==> src/wdt_cfg.svh <==
`ifndef WDT_CFG_SVH
`define WDT_CFG_SVH
// Summary of operation
// - 32-bit reload value; any write restarts the countdown from the new value.
// - reload of 1 is the least useful; reload 0 raises the interrupt at once.
// - read-only 32-bit register returns the live down-counter value.
// - control bit 1 gates the timeout reset output; low masks it.
// - control bit 0 high runs counter and interrupt; low stops and disables both.
// - control bit 0 rising loads the counter from the reload value.
// - any write to interrupt clear clears the interrupt and reloads the counter; a timeout in the same cycle keeps the interrupt set.
// - raw status bit 0 shows a counter timeout regardless of enable.
// - masked status bit 0 is raw AND control bit 0, also drives the irq pin.
// - writing the key to the lock register unlocks writes to all registers.
// - any other value locks other registers; the lock register stays writable.
// - lock register reads 0 when unlocked, 1 when locked.
// - accesses decode word address bits 11:2 with 32-bit write and read data.
// - interrupt output is active high.
// - timeout reset output is active high.
// - active-low count-domain reset clears the counter-domain state.
// - counter decrements only on clock edges with the count enable high.
// - at zero raise the interrupt, reload, and count again.
// - second zero with interrupt pending and reset enabled asserts reset and stops.
// - a clear write without a timeout in the same cycle drops the interrupt output at once.

`define WDT_OFF_RELOAD      12'h000
`define WDT_OFF_COUNT       12'h004
`define WDT_OFF_CONTROL     12'h008
`define WDT_OFF_INTCLR      12'h00c
`define WDT_OFF_RAW         12'h010
`define WDT_OFF_MASKED      12'h014
`define WDT_OFF_LOCK        12'hc00

`define WDT_RELOAD_RST      32'hffffffff
`define WDT_COUNT_RST       32'hffffffff
`define WDT_LOCK_KEY        32'h1acce551
`define WDT_LOCK_LOCKED     32'h00000001
`define WDT_LOCK_OPEN       32'h00000000

`define WDT_CTL_IRQ_EN_BIT  0
`define WDT_CTL_RST_EN_BIT  1
`define WDT_RAW_BIT         0
`define WDT_MASKED_BIT      0
`endif

==> src/wdt_pkg.sv <==
package wdt_pkg;
    typedef struct packed
    {
        logic        psel;
        logic        penable;
        logic        pwrite;
        logic [11:2] paddr;
        logic [31:0] pwdata;
    } wdt_apb_req_s;

    typedef enum
    {
        WDT_SEL_NONE,
        WDT_SEL_RELOAD,
        WDT_SEL_COUNT,
        WDT_SEL_CONTROL,
        WDT_SEL_INTCLR,
        WDT_SEL_RAW,
        WDT_SEL_MASKED,
        WDT_SEL_LOCK
    } wdt_sel_e;
endpackage

==> src/wdt_top.sv <==
`include "wdt_cfg.svh"

module wdt_top
(
    input  logic                  clk,
    input  logic                  rst_n,
    input  logic                  count_domain_reset_n,
    input  logic                  count_clock_enable,
    input  wdt_pkg::wdt_apb_req_s apb_req,
    output logic [31:0]           prdata,
    output logic                  timeout_irq_out,
    output logic                  timeout_reset_out
);
    import wdt_pkg::*;

    function automatic wdt_sel_e wdt_decode(input logic [11:2] addr);
        logic [11:0] byte_addr;
        byte_addr = {addr, 2'b00};
        case (byte_addr)
            `WDT_OFF_RELOAD:  wdt_decode = WDT_SEL_RELOAD;
            `WDT_OFF_COUNT:   wdt_decode = WDT_SEL_COUNT;
            `WDT_OFF_CONTROL: wdt_decode = WDT_SEL_CONTROL;
            `WDT_OFF_INTCLR:  wdt_decode = WDT_SEL_INTCLR;
            `WDT_OFF_RAW:     wdt_decode = WDT_SEL_RAW;
            `WDT_OFF_MASKED:  wdt_decode = WDT_SEL_MASKED;
            `WDT_OFF_LOCK:    wdt_decode = WDT_SEL_LOCK;
            default:          wdt_decode = WDT_SEL_NONE;
        endcase
    endfunction

    // control bit as it stands after this edge, so outputs follow a write without lag
    function automatic logic wdt_ctl_next(input logic wr, input logic new_bit, input logic cur);
        if (wr)
        begin
            wdt_ctl_next = new_bit;
        end
        else
        begin
            wdt_ctl_next = cur;
        end
    endfunction

    function automatic logic wdt_masked(input logic raw, input logic en);
        wdt_masked = raw & en;
    endfunction

    function automatic logic [31:0] wdt_flag_word(input logic flag);
        wdt_flag_word = {31'h00000000, flag};
    endfunction

    logic [31:0] reload_q;
    logic [31:0] count_q;
    logic        irq_en_q;
    logic        rst_en_q;
    logic        locked_q;
    logic        raw_q;
    logic        raw_d;
    logic        load_pend_q;
    logic        stopped_q;
    logic [31:0] prdata_q;
    logic        irq_q;
    logic        reset_out_q;

    wdt_sel_e    sel;
    logic        wr_access;
    logic        rd_setup;
    logic        wr_open;
    logic        wr_reload;
    logic        wr_control;
    logic        wr_intclr;
    logic        tick;
    logic        at_zero;
    logic        timeout;
    logic        wr_lock;
    logic        irq_en_d;
    logic        rst_en_d;
    logic        second_timeout;
    logic [31:0] prdata_d;

    // apb: setup phase psel without penable, access phase with penable
    assign sel        = wdt_decode(apb_req.paddr);
    assign wr_access  = apb_req.psel & apb_req.penable & apb_req.pwrite;
    assign rd_setup   = apb_req.psel & ~apb_req.penable & ~apb_req.pwrite;
    assign wr_open    = wr_access & ~locked_q;
    assign wr_reload  = wr_open & (sel == WDT_SEL_RELOAD);
    assign wr_control = wr_open & (sel == WDT_SEL_CONTROL);
    assign wr_intclr  = wr_open & (sel == WDT_SEL_INTCLR);
    assign wr_lock    = wr_access & (sel == WDT_SEL_LOCK);

    // counting pauses entirely once the reset has fired
    assign tick    = count_clock_enable & irq_en_q & ~stopped_q;
    assign at_zero = (count_q == 32'h00000000);
    assign timeout = tick & ~load_pend_q & at_zero;

    // enables after this edge; irq and reset outputs track a control write at once
    assign irq_en_d       = wdt_ctl_next(wr_control, apb_req.pwdata[`WDT_CTL_IRQ_EN_BIT], irq_en_q);
    assign rst_en_d       = wdt_ctl_next(wr_control, apb_req.pwdata[`WDT_CTL_RST_EN_BIT], rst_en_q);
    assign second_timeout = timeout & raw_q & rst_en_q;

    always_ff @(posedge clk)
    begin
        if (!rst_n)
        begin
            locked_q <= 1'b0;
        end
        else if (wr_lock)
        begin
            locked_q <= (apb_req.pwdata != `WDT_LOCK_KEY);
        end
    end

    always_ff @(posedge clk)
    begin
        if (!rst_n)
        begin
            reload_q <= `WDT_RELOAD_RST;
        end
        else if (wr_reload)
        begin
            reload_q <= apb_req.pwdata;
        end
    end

    always_ff @(posedge clk)
    begin
        if (!rst_n)
        begin
            irq_en_q <= 1'b0;
        end
        else if (wr_control)
        begin
            // upper bits are dropped on purpose
            irq_en_q <= apb_req.pwdata[`WDT_CTL_IRQ_EN_BIT];
        end
    end

    always_ff @(posedge clk)
    begin
        if (!rst_n)
        begin
            rst_en_q <= 1'b0;
        end
        else if (wr_control)
        begin
            rst_en_q <= apb_req.pwdata[`WDT_CTL_RST_EN_BIT];
        end
    end

    // load waits for the next enabled count edge after enable rises
    always_ff @(posedge clk)
    begin
        if (!count_domain_reset_n)
        begin
            load_pend_q <= 1'b0;
        end
        else if (wr_control && apb_req.pwdata[`WDT_CTL_IRQ_EN_BIT] && !irq_en_q)
        begin
            load_pend_q <= 1'b1;
        end
        else if (tick || wr_reload || wr_intclr)
        begin
            load_pend_q <= 1'b0;
        end
    end

    always_ff @(posedge clk)
    begin
        if (!count_domain_reset_n)
        begin
            count_q <= `WDT_COUNT_RST;
        end
        else if (wr_reload)
        begin
            count_q <= apb_req.pwdata;
        end
        else if (wr_intclr)
        begin
            count_q <= reload_q;
        end
        else if (tick)
        begin
            if (load_pend_q)
            begin
                count_q <= reload_q;
            end
            else if (at_zero)
            begin
                count_q <= reload_q;
            end
            else
            begin
                count_q <= count_q - 32'h00000001;
            end
        end
    end

    // a timeout in the same cycle as a clear keeps the flag set
    always_comb
    begin
        raw_d = raw_q;
        if (wr_intclr)
        begin
            raw_d = 1'b0;
        end
        if (timeout)
        begin
            raw_d = 1'b1;
        end
    end

    always_ff @(posedge clk)
    begin
        if (!count_domain_reset_n)
        begin
            raw_q <= 1'b0;
        end
        else
        begin
            raw_q <= raw_d;
        end
    end

    // only a fresh watchdog reset restarts a stopped counter
    always_ff @(posedge clk)
    begin
        if (!count_domain_reset_n)
        begin
            stopped_q <= 1'b0;
        end
        else if (second_timeout)
        begin
            stopped_q <= 1'b1;
        end
    end

    // irq follows next-state values so a clear drops it without delay
    always_ff @(posedge clk)
    begin
        if (!count_domain_reset_n)
        begin
            irq_q <= 1'b0;
        end
        else
        begin
            irq_q <= wdt_masked(raw_d, irq_en_d);
        end
    end

    always_ff @(posedge clk)
    begin
        if (!count_domain_reset_n)
        begin
            reset_out_q <= 1'b0;
        end
        else
        begin
            reset_out_q <= (second_timeout || stopped_q) && rst_en_d;
        end
    end

    // read word picked from the live registers; write-only and unmapped read zero
    always_comb
    begin
        prdata_d = 32'h00000000;
        case (sel)
            WDT_SEL_RELOAD:  prdata_d = reload_q;
            WDT_SEL_COUNT:   prdata_d = count_q;
            WDT_SEL_CONTROL: prdata_d = {30'h00000000, rst_en_q, irq_en_q};
            WDT_SEL_RAW:     prdata_d = wdt_flag_word(raw_q);
            WDT_SEL_MASKED:  prdata_d = wdt_flag_word(wdt_masked(raw_q, irq_en_q));
            WDT_SEL_LOCK:    prdata_d = locked_q ? `WDT_LOCK_LOCKED : `WDT_LOCK_OPEN;
            default:         prdata_d = 32'h00000000;
        endcase
    end

    // read data latched in setup phase, stable through access phase
    always_ff @(posedge clk)
    begin
        if (!rst_n)
        begin
            prdata_q <= 32'h00000000;
        end
        else if (rd_setup)
        begin
            prdata_q <= prdata_d;
        end
    end

    assign prdata            = prdata_q;
    assign timeout_irq_out   = irq_q;
    assign timeout_reset_out = reset_out_q;
endmodule

==> config.mk <==
export PLATFORM = sky130hd
export DESIGN_NAME = wdt_top
export DESIGN_NICKNAME = d
export VERILOG_FILES = /design/src/wdt_pkg.sv /design/src/wdt_top.sv
export VERILOG_INCLUDE_DIRS = /design/src
export SDC_FILE = /design/constraint.sdc
export NUM_CORES = 1
export LEC_CHECK = 0
export ABC_CLOCK_PERIOD_IN_PS = 5050
export CAP_MARGIN = 20
export CORE_MARGIN = 1
export CORE_UTILIZATION = 46
export DETAILED_ROUTE_END_ITERATION = 12
export DONT_BUFFER_PORTS = 1
export PLACE_DENSITY = 0.66
export SLEW_MARGIN = 30
export SYNTH_ARGS = -nofsm -noshare
export SYNTH_HDL_FRONTEND = slang
export SYNTH_SLANG_ARGS = --single-unit
==> constraint.sdc <==
create_clock -name clk -period 5.05 [get_ports clk]
set_input_delay 1.01 -clock clk [delete_from_list [all_inputs] [get_ports clk]]
set_output_delay 1.01 -clock clk [all_outputs]
set_load 0.01 [all_outputs]
-- Word-level counts from Yosys, hierarchy flattened
Cells that the tools add are included.
- register bits after elaboration: 104
- input bits: 49
- output and inout port bits: 34
- add/subtract/negate cells: 1
- equality and inequality tests: 17
- mux-type cells: 14
- bitwise operators: 22
- reductions and logical operators: 11
- operator list (cell ; number):
    32-bit one-hot mux with 6 select lines ; 1
    32-bit 2-to-1 mux ; 5
    32-bit by 3-bit == test with 1-bit output (second input constant) ; 4
    32-bit by 2-bit == test with 1-bit output (second input constant) ; 3
    32-bit by 4-bit == test with 1-bit output (second input constant) ; 2
    32-bit by 1-bit == test with 1-bit output (second input constant) ; 1
    32-bit zero test ; 1
    32-bit by 29-bit inequality test with 1-bit output (second input constant) ; 1
    32-bit by 1-bit subtractor with 32-bit output (second input constant) ; 1
    3-bit one-hot mux with 7 select lines ; 1
    10-bit by 2-bit == test with 1-bit output (second input constant) ; 2
    10-bit by 3-bit == test with 1-bit output (second input constant) ; 2
    1-bit bitwise AND ; 17
    10-bit by 1-bit == test with 1-bit output (second input constant) ; 1
    10-bit == test (second input constant) ; 1
    10-bit zero test ; 1
    1-bit 2-to-1 mux ; 7
    1-bit NOT ; 5
    1-bit logical AND ; 3
    1-bit logical OR ; 3
    3-bit nonzero test ; 1
    2-bit nonzero test ; 1
    1-bit zero test ; 1

-- Longest topological paths before layout
Gate-level depths: netlist (run 1).
- depth after elaboration: 8
- mapped depth: 9
- depth with buffers taken out: 8

-- Worst setup path before layout (run 1)
OpenSTA, ideal clock, no wires.
- path type: input-to-reg
- from: input port apb_req[32] (netlist bit)
- to: register count_q[19]
- data arrival time: 2727 ps
- required time: 4906 ps
- slack: 2179 ps
- cell stages on the path: 7
- path buffers: 2
- cells stage by stage: clkbuf_1 > or2_2 > clkbuf_1 > nor4_4 > nor2_2 > a2111oi_2 > o221ai_1
- word-level cells in the longest chain between the ends: 6
- elaborated cells between the ends (all ways): 15
- RTL lines (what ; RTL line ; text):
    from (decl) ; wdt_top.sv:9 ; input wdt_pkg::wdt_apb_req_s apb_req,
    10-bit == test (tied with other cells) ; wdt_top.sv:19 ; case (byte_addr)
    3-bit one-hot mux with 7 select lines (*) ; wdt_top.sv:19 ;
    32-bit by 4-bit == test with 1-bit output ; wdt_top.sv:87 ; assign wr_intclr = wr_open & (sel == WDT_SEL_INTCLR);
    1-bit bitwise AND ; wdt_top.sv:87 ;
    32-bit 2-to-1 mux ; wdt_top.sv:176 ; else if (wr_intclr)
    32-bit 2-to-1 mux ; wdt_top.sv:172 ; else if (wr_reload)
    to (signal assigned) ; wdt_top.sv:170 ; count_q <= `WDT_COUNT_RST;
    to (signal assigned) ; wdt_top.sv:174 ; count_q <= apb_req.pwdata;
    to (signal assigned) ; wdt_top.sv:178 ; count_q <= reload_q;
    to (decl) ; wdt_top.sv:52 ; logic [31:0] count_q;
Mark *: on every way between the ends. The rest lies on a longest branch, timed or not.
A chain may end at the register's enable or synchronous reset.

-- Worst setup path in the final report (run 1)
- from: input port apb_req[35] (netlist bit)
- to: register count_q[21]
Same word-level chain as after synthesis.

==> results.md, run 1 <==
* Final setup violation count at 0
* Post-Layout Inst Area at 0.00576 mm^2
* Reg power frac at 0.520
* Area Growth Syn to Fin at 7.09%
* Critical Path Fanout Max at 13
* Syn Nets at 723
* Setup CP Type: in2reg
* Post-synthesis sequential area ratio at 0.387
* Clk pwr share at 0.453
* Critical path capture point type: flop
* CP max stage delay at 0.63 ns
* Ys async rst share at 0
* Slew @ Worst Pin at 0.940 ns
* Setup crit start: apb_req[35]
* HP Start: reload_q[16]$_SDFFE_PN1P_
* Die area at 0.0121 mm^2
* Ant. Diodes at 0
* Final WL at 16,700 um
* Synth Warn # at 0
* Mux contribution to synthesized area at 0.00930
* Most common cell in the netlist: nand2_1
* CTS Buf Count at 9
* Setup TNS at 0 ns
* First-pass GRT wire length at 26,000 um
* Area share of fa/ha/maj cells after synthesis at 0.00465
* Top Family by Delay on Critical Path: compound AO/OA/AOI/OAI gates
* Root Buffer Master: clkbuf_16
* Clock net sink count at 104
* Pre-Repair DR Iteration Count at 8
* Largest net degree at the start of global routing at 68
* Wire per inst at 21.1 um
* Post-Synth Simple-Gate Area at 0.293
* Die Wd at 110 um
* Chip height at 110 um
* Synth top area cells: dfxtp_1 (39%), nand2_1 (9.1%), o211a_1 (6.0%)
* Sw Share at 0.212
* Gp weighted congestion at 0.892
* Synth Area in Compound Gates at 0.247
* Clk_lat worst skew at 0.35 ns
* Combinational share of power at 0.027
* Placed Area at 0.00546 mm^2
* Syn Inst Count at 672
* Syn Area/Cell at 8.00 um^2
* Vias/cell at 6.57
* Final-report max-slew violation count at 0
* Switching pwr at 0.000346 W
* Worst Hold Class: reg2reg
* Synth Area in XOR/XNOR at 0.0179
* DR vias at 5,206
* RR Endpoint: count_q[20]$_SDFFE_PN1P_
* Max-slew headroom at 0.368
* Worst Reg-to-Reg Cells at 9
* Reg2reg setup slack at 2.23 ns
* Cell accounting for the most synthesized area: dfxtp_1
* Period minus WS final at 3.05 ns
* CTS tree: yes
* Hold Crit Depth at 2
* PwrDens at 283 mW/mm^2
* Postcts setup bufs at 0
* Netlist cell types at 65
* Leak at 2.38 nW
* Post-synth top area share at 0.387
* CTS Hold Buffers Added at 0
* Critical Path Start Type: primary input
* Critical Path AT at 3.24 ns
* IO buf count at 0
* CP required at 5.24 ns
* Internal at 0.00128 W
* Hold Fails Final Rpt at 0
* Largest family of logic cells by synthesized area: simple AND/OR/NAND/NOR gates
* FMAX at 328 MHz
* Crit-path cells: nor4_2 -> a41o_1 -> a31o_2 -> nor2_1 -> buf_4 -> a222oi_1 -> o221ai_1
* Core ar. at 0.0114 mm^2
* Core Rows at 39
* Clock-pin slew on the worst setup and hold paths at 0.07 ns
* GRT overflow at 0
* CP max stage cell: nor4_2
* Reg2reg start: count_q[0]$_SDFFE_PN1P_
* Predominant post-synthesis flop cell: dfxtp_1
* # nets final at 696
* CP bufs+invs at 1
* RSZ-0062 raised after global routing: false
* Initial DRC count at 497
* Initial antenna violation count at 0
* Max_cap viols at 0
* Mapped Area at 0.00538 mm^2
* EDFF count, synth at 0
* Synth Register Bits at 104
* Initial Util at 0.471
* Peak supply drop at 135 uV
* Post-synth top cells: nand2_1 (131), dfxtp_1 (104), nand3_1 (41), nor2_1 (41), clkbuf_1 (38)
* GR Util All Layers at 0.284
* Share of layout cells above drive strength 1 at 0.0616
* H-tree depth at 3
* Setup Skew at 0.00416 ns
* Max Root-Sink Buffers at 2
* Final period util at 0.605
* DRC viols at 0
* Post-DP HPWL at 11,500 um
* Post-CTS Resized at 0
* Status: completed
* IO Count at 83
* Hold Crit Endpoint: count_q[16]$_SDFFE_PN1P_
* Antenna viol nets, final at 0
* Vias in the first global route at 4,912
## layer usage
| layer | track usage | share of wire | up-vias |
|---|---|---|---|
| met2 | 0.448 | 0.45 | 244 |
| met4 | 0.0921 | 0.023 | 0 |
| met3 | 0.0553 | 0.084 | 29 |
| li1 | - | - | 2443 |
| met5 | 0 | 0 | - |
| met1 | 0.390 | 0.45 | 2490 |
## metrics by stage
step                hold slack (ns)  total power, W  setup WS (ns)   util  cells
detailed placement            0.474        0.000910           1.71  0.478    777
CTS                           0.484         0.00164           2.07  0.504    792
finish                        0.480         0.00163           2.00  0.504    792
floorplan                     0.444        0.000911           2.18      -    672
global route                  0.505         0.00168           1.91  0.504    792
global placement              0.463        0.000908           1.81  0.478    777
## registers in the layout, summed over array words and instances (netlist names)
| name | cells |
|---|---|
| prdata | 32 |
| rst_en_q | 1 |
| timeout_reset_out | 1 |
| timeout_irq_out | 1 |
| reload_q | 32 |
| raw_q | 1 |
| locked_q | 1 |
| irq_en_q | 1 |
| load_pend_q | 1 |
| count_q | 32 |
| stopped_q | 1 |
## placed cells by master (no fill, tap or decap), types with 3 or more instances in the layout
master	n
inv_1	9
nand4_1	13
o21ai_1	13
a22oi_1	33
dfxtp_1	104
clkbuf_16	9
buf_4	10
a221oi_1	6
mux2i_1	5
nor3_1	18
nor2b_1	5
o221ai_1	3
nand2_1	131
or4_1	8
nand2b_1	3
o211ai_1	10
nor4_1	15
a31oi_1	4
or3_1	4
nand3_1	41
o211a_1	32
xnor2_1	5
a21o_1	3
o21a_1	4
nor4_4	3
xor2_1	6
nor4b_1	4
o2111ai_1	3
and2_1	6
o31ai_1	4
a21oi_1	31
o21ai_0	13
nor2_1	40
## worst min-delay path: stages, from the launching register on
cell	delay, ns
dfxtp_1	0.32
nand2_1	0.06
a21oi_1	0.06
## cells by family after synthesis
| logic type | after synthesis |
|---|---|
| xor gates and xnor gates | 11 |
| AOI/OAI and AO/OA | 179 |
| and+or+nand+nor | 314 |
| DFF | 104 |
| adders and majority gates | 2 |
| muxes | 5 |
| buffers and inverters | 57 |
## worst max-delay path by stage
stage / to / slack (ns) / cells after the start
after floorplan: count_q[19]$_SDFFE_PN1P_ / 2.18 / 7
after global placement: count_q[21]$_SDFFE_PN1P_ / 1.81 / 7
after detailed placement: count_q[21]$_SDFFE_PN1P_ / 1.71 / 7
after CTS: count_q[21]$_SDFFE_PN1P_ / 2.07 / 7
after global routing: count_q[29]$_SDFFE_PN1P_ / 1.91 / 6
final: count_q[21]$_SDFFE_PN1P_ / 2.00 / 7
## cell type report
type,count,area [um^2]
Inverter,9,33.8
Tap cell,143,179
Clock inverter,4,70.1
Sequential cell,104,2080
Multi-Input combinational cell,511,3090
Fill cell,1141,5660
Timing Repair Buffer,10,75.1
Clock buffer,11,233
## power by group through the flow
stage | combinational [W] | sequential, W | clock [W]
after floorplan | 0.0000483 | 0.000862 | 0
after global placement | 0.0000430 | 0.000865 | 0
after detailed placement | 0.0000443 | 0.000866 | 0
after CTS | 0.0000444 | 0.000847 | 0.000749
after global routing | 0.0000491 | 0.000849 | 0.000778
final | 0.0000444 | 0.000847 | 0.000738
Note: power is estimated with default switching activity, not from simulation.
==> run 2: changes to the inputs <==
ABC_CLOCK_PERIOD_IN_PS = 2550   (was 5050)
PLACE_DENSITY = 0.68   (was 0.66)
clock period = 2.55 ns   (was 5.05 ns; I/O delays follow)
==> run 2 against run 1 <==
  * Worst hold slack worse by 0.25 ns
  * Routed wire length up 1.5%
  * Via count is 3.0% higher
==> results.md, run 2 (synthesis gave the netlist of run 1 again) <==
* RSZ-0062 raised after global routing: false
* Critical path capture point type: flop
* CP max stage delay at 0.45 ns (-0.18 ns)
* Critical Path Fanout Max at 10 (-3)
* Max-slew headroom at 0.574 (+0.206)
* Worst Hold Class: in2reg
* Crit-path cells: inv_1 -> ha_1 -> nor4b_1 -> and4_1 -> a31o_2 -> nor2_1 -> buf_4 -> a22oi_1 -> a31oi_1
* Core ar. at 0.0114 mm^2 (unchanged)
* DR vias at 5,362 (+3.0%)
* GR Util All Layers at 0.290 (+0.00591)
* Top Family by Delay on Critical Path: simple AND/OR/NAND/NOR gates
* Initial antenna violation count at 0 (unchanged)
* Dpl ws at 0.155 ns (-1.55 ns)
* Post-DP HPWL at 11,900 um (+3.4%)
* Post-route setup slack at 0.152 ns (-1.85 ns)
* Pre-Repair DR Iteration Count at 6 (-2)
* Vias in the first global route at 5,120 (+4.2%)
* Root Buffer Master: clkbuf_16
* CP max stage cell: dfxtp_1
* Die Wd at 110 um (unchanged)
* Max_cap viols at 0 (unchanged)
* H-tree depth at 3 (unchanged)
* Leak at 2.53 nW (+6.1%)
* Share of layout cells above drive strength 1 at 0.102 (+0.0401)
* Largest net degree at the start of global routing at 68 (unchanged)
* Initial DRC count at 476 (-4.2%)
* Setup Skew at 0.00777 ns (+0.00361 ns)
* GRT overflow at 0 (unchanged)
* Area Growth Syn to Fin at 11.6%
* Cell count along the critical path at 9 (+2)
* Period minus WS final at 2.40 ns
* Max Root-Sink Buffers at 2 (unchanged)
* Die area at 0.0121 mm^2 (unchanged)
* Setup TNS at 0 ns (unchanged)
* Ant. Diodes at 0 (unchanged)
* CTS tree: yes
* Chip height at 110 um (unchanged)
* Slew @ Worst Pin at 0.640 ns (-0.301 ns)
* CP required at 2.82 ns (-2.42 ns)
* FMAX at 417 MHz
* Peak supply drop at 340 uV (+150%)
* Wire per inst at 20.6 um (-2.1%)
* Final-report max-slew violation count at 0 (unchanged)
* First-pass GRT wire length at 26,700 um (+2.8%)
* Worst Reg-to-Reg Cells at 9 (unchanged)
* Clock-pin slew on the worst setup and hold paths at 0.07 ns (about the same)
* Status: completed
* Hold Crit Depth at 1 (-1)
* Hold Fails Final Rpt at 0 (unchanged)
* Fillcell total at 1,107 (-3.0%)
* IO buf count at 0 (unchanged)
* Clock net sink count at 104 (unchanged)
* # nets final at 724 (+4.0%)
* Fin util at 0.526 (+0.0210)
* CTS Hold Buffers Added at 0 (unchanged)
* Final period util at 0.940
* IO Count at 83 (unchanged)
* Commonest non-fill, non-tap cell in the layout: nand2_1
* Gp weighted congestion at 0.914 (+2.5%)
* PwrDens at 546 mW/mm^2 (+93%)
* CP bufs+invs at 2 (+1)
* CTS Buf Count at 9 (unchanged)
* Setup CP Type: reg2reg
* Vias/cell at 6.53 (-0.64%)
* Final setup violation count at 0 (unchanged)
* Core Rows at 39 (unchanged)
* Final WL at 16,900 um (+1.5%)
* Critical Path Start Type: flop
* Clk_lat worst skew at 0.36 ns (about the same)
* Antenna viol nets, final at 0 (unchanged)
* Most frequent cells in the layout: nand2_1 (131), dfxtp_1 (104), nand3_1 (41)
* DRC viols at 0 (unchanged)
* Initial Util at 0.471 (unchanged)
* Critical Path AT at 2.67 ns (-0.57 ns)
* Reg2reg setup slack at 0.15 ns (-2.08 ns)
## run 2: cell count changes in the layout (fill, tap and decap cells not counted), sizes merged
cell,change
inv,+1
buf,+28
## run 2: where the power goes
part	internal [W]	switching [W]
combinational	0.0000475	0.0000529
clock	0.000863	0.000640
sequential	0.00165	0.0000264
total	0.00256	0.000719
## run 2: layout make-up
type	count	area (um^2)	share of cell area
multi-input cells	511	3100	0.516
well taps	143	179	0.0298
clock buffers	11	233	0.0388
clock inverters	5	78.8	0.0131
repair buffers	38	298	0.0496
flip-flops and latches	104	2080	0.347
inverters	9	33.8	0.00563
## run 2: metrics by stage
step | hold WS (ns) | instance area (um^2) | total power, W | std cells
floorplan | 0.444 | 5380 | 0.00180 | 672
global placement | 0.461 | 5680 | 0.00181 | 805
detailed placement | 0.464 | 5680 | 0.00181 | 805
CTS | 0.227 | 5990 | 0.00328 | 821
global route | 0.221 | 6000 | 0.00337 | 821
finish | 0.233 | 6000 | 0.00328 | 821
## run 2: path summary, 6_finish.rpt
kind	from	end
worst max-delay path	count_q[1]$_SDFFE_PN1P_	count_q[15]$_SDFFE_PN1P_
worst min-delay path	count_domain_reset_n	count_q[28]$_SDFFE_PN1P_
worst max register to register	count_q[1]$_SDFFE_PN1P_	count_q[15]$_SDFFE_PN1P_
worst min register to register	reload_q[16]$_SDFFE_PN1P_	count_q[16]$_SDFFE_PN1P_
## run 2: worst reg2reg max path: cells and delay by family, from the launching register on
family	cells	cell delay (ns)
AOI/OAI and AO/OA	3	0.63
adders and majority gates	1	0.19
buffers and inverters	2	0.33
DFF	1	0.45
and+or+nand+nor	3	0.70
## run 2: timing repair
action / 4_1_cts / 5_1_grt
setup endpoints to repair: 0 / 2
setup buffers: 0 / 0
resized for setup: 0 / 1
## run 2: layer usage
layer  GRT usage  part of all wire  up-vias
li1            -                 -     2494
met1       0.391              0.43     2559
met3      0.0747             0.092       44
met5           0                 0        -
met4       0.124             0.030        0
met2       0.438              0.44      265
==> run 3: changes to the inputs <==
SETUP_SLACK_MARGIN = 0.2   (was not set)
SKIP_LAST_GASP = 1   (was not set)
==> run 3 against run 2 <==
  * Flip-flop and latch count did not move
  * Largest power group unchanged
  * Utilization increased by 0.39 points
  * Routed wire length about the same
  * Die area is the same
  * Largest cell class unchanged
  * Sequential share of layout area fell by 0.26 points
  * Non-clock buffer count decreased by 5
  * Critical path type unchanged
  * Clock skew is 0.00054 ns lower
  * Combinational power barely moved
  * Worst hold slack worse by 0.0036 ns
==> results.md, run 3 (synthesis gave the netlist of run 1 again) <==
* Most frequent cells in the layout: nand2_1 (131), dfxtp_1 (104), nand3_1 (41)
* Setup crit start: count_q[8]$_SDFFE_PN1P_
* CP max stage cell: or4_1
* CP max stage delay at 0.63 ns (+0.18 ns)
* CP most frequent cell: or4_1
* First-pass GRT wire length at 27,100 um (+1.3%)
* Slew @ Worst Pin at 0.629 ns (-0.0100 ns)
* Core ar. at 0.0114 mm^2 (unchanged)
* Status: completed
* CTS Buf Count at 9 (unchanged)
* Post-DP HPWL at 11,600 um (-2.2%)
* Die area at 0.0121 mm^2 (unchanged)
* Area Growth Syn to Fin at 12.4%
* FMAX at 426 MHz (+2.1%)
* Final-report max-slew violation count at 0 (unchanged)
* Commonest non-fill, non-tap cell in the layout: nand2_1
* DR vias at 5,336 (-0.48%)
* Vias in the first global route at 5,111 (-0.18%)
* IO buf count at 0 (unchanged)
* Worst Hold Class: in2reg
* Worst Reg-to-Reg Cells at 6 (-3)
* RR Endpoint: count_q[28]$_SDFFE_PN1P_
* Hold Fails Final Rpt at 0 (unchanged)
* Critical Path Fanout Max at 6 (-4)
* Pre-Repair DR Iteration Count at 7 (+1)
* Power after layout at 0.00327 W (-0.24%)
* Largest net degree at the start of global routing at 68 (unchanged)
* Die Wd at 110 um (unchanged)
* Setup Skew at 0.00723 ns (-0.000540 ns)
* # nets final at 719 (-0.69%)
* Leak at 2.51 nW (-0.45%)
* Final period util at 0.921 (-0.0190)
* Multi-input gate area at 0.00315 mm^2 (+1.6%)
* Storage cell area at 0.00208 mm^2 (unchanged)
* Cell count along the critical path at 6 (-3)
* Chip height at 110 um (unchanged)
* Fillcell total at 1,124 (+1.5%)
* Wire per inst at 20.7 um (+0.41%)
* Setup TNS at 0 ns (unchanged)
* PwrDens at 541 mW/mm^2 (-0.99%)
* Max_cap viols at 0 (unchanged)
* Clk_lat worst skew at 0.35 ns (about the same)
* Critical Path Start Type: flop
* Top Family by Delay on Critical Path: simple AND/OR/NAND/NOR gates
* Period minus WS final at 2.35 ns (-0.0486 ns)
* GRT overflow at 0 (unchanged)
* GR Util All Layers at 0.294 (+0.00366)
* Core Rows at 39 (unchanged)
* Initial DRC count at 440 (-7.6%)
* Setup CP Type: reg2reg
* Critical path capture point type: flop
* H-tree depth at 3 (unchanged)
* Reg2reg setup slack at 0.20 ns (+0.05 ns)
* CP endpoint: count_q[28]$_SDFFE_PN1P_
* CP required at 2.84 ns (+0.02 ns)
* CP bufs+invs at 0 (-2)
* Critical Path AT at 2.64 ns (-0.03 ns)
* Final WL at 16,900 um (about the same)
* Fin util at 0.529 (+0.00394)
* Root Buffer Master: clkbuf_16
* Clock-pin slew on the worst setup and hold paths at 0.07 ns (about the same)
* Peak supply drop at 422 uV (+24%)
* CTS tree: yes
* Final setup violation count at 0 (unchanged)
* Vias/cell at 6.53 (about the same)
* Gp weighted congestion at 0.895 (-2.1%)
* RSZ-0062 raised after global routing: true
* Reg2reg start: count_q[8]$_SDFFE_PN1P_
* Clock net sink count at 104 (unchanged)
* Share of layout cells above drive strength 1 at 0.108 (+0.00670)
* Initial antenna violation count at 0 (unchanged)
* Initial Util at 0.471 (unchanged)
* DRC viols at 0 (unchanged)
* Antenna viol nets, final at 0 (unchanged)
* Max Root-Sink Buffers at 2 (unchanged)
* Crit-path cells: or4_1 -> nor3_1 -> nand3_1 -> or4_1 -> a21o_1 -> nand4_1
* Max-slew headroom at 0.580 (+0.00669)
* IO Count at 83 (unchanged)
run 3: cell count changes in the layout (fill, tap and decap cells not counted), sizes merged:
cell,previous run,this run
buf,38,33
clkinvlp,0,1
diode,0,1
inv,10,9
run 3: metrics by stage:
| step | std cells | setup slack, ns | hold slack, ns | cell area [um^2] |
|---|---|---|---|---|
| after global routing | 816 | 0.172 | 0.222 | 6040 |
| final | 817 | 0.200 | 0.230 | 6050 |
| after global placement | 800 | 0.181 | 0.461 | 5670 |
| after CTS | 816 | 0.235 | 0.224 | 5990 |
| after detailed placement | 800 | 0.0583 | 0.464 | 5670 |
| after floorplan | 672 | 0.190 | 0.444 | 5380 |
run 3: layout make-up:
type / instances / area share
Inverter: 9 / 0.00559
Sequential cell: 104 / 0.344
Timing Repair Buffer: 33 / 0.0478
Antenna cell: 1 / 0.000414
Tap cell: 143 / 0.0296
Clock buffer: 11 / 0.0385
Multi-Input combinational cell: 511 / 0.520
Clock inverter: 5 / 0.0135
run 3: power by group:
group	switching (W)	internal, W
logic	0.0000519	0.0000455
clock network	0.000635	0.000862
registers	0.0000268	0.00165
total	0.000714	0.00256
run 3: worst min path at each step:
stage	depth (start not counted)	endpoint	from	slack, ns
after detailed placement	2	count_q[9]$_SDFFE_PN1P_	reload_q[9]$_SDFFE_PN1P_	0.46
after global placement	2	count_q[16]$_SDFFE_PN1P_	reload_q[16]$_SDFFE_PN1P_	0.46
after CTS	1	reload_q[4]$_SDFFE_PN1P_	rst_n	0.22
after global routing	1	reload_q[30]$_SDFFE_PN1P_	rst_n	0.22
after floorplan	2	count_q[16]$_SDFFE_PN1P_	reload_q[16]$_SDFFE_PN1P_	0.44
final	1	reload_q[4]$_SDFFE_PN1P_	rst_n	0.23
run 3: what timing repair did:
action,in CTS,in global routing
buffers inserted,0,0
hold buffers,0,0
setup endpoints to repair,0,17
resized for setup,0,13
run 3: metal layers:
metal  vias to the layer above  track usage  share of wire
met5                         -            0              0
met2                       259        0.463           0.45
met1                      2571        0.389           0.44
met4                         0        0.122          0.024
met3                        33       0.0629          0.085
li1                       2473            -              -
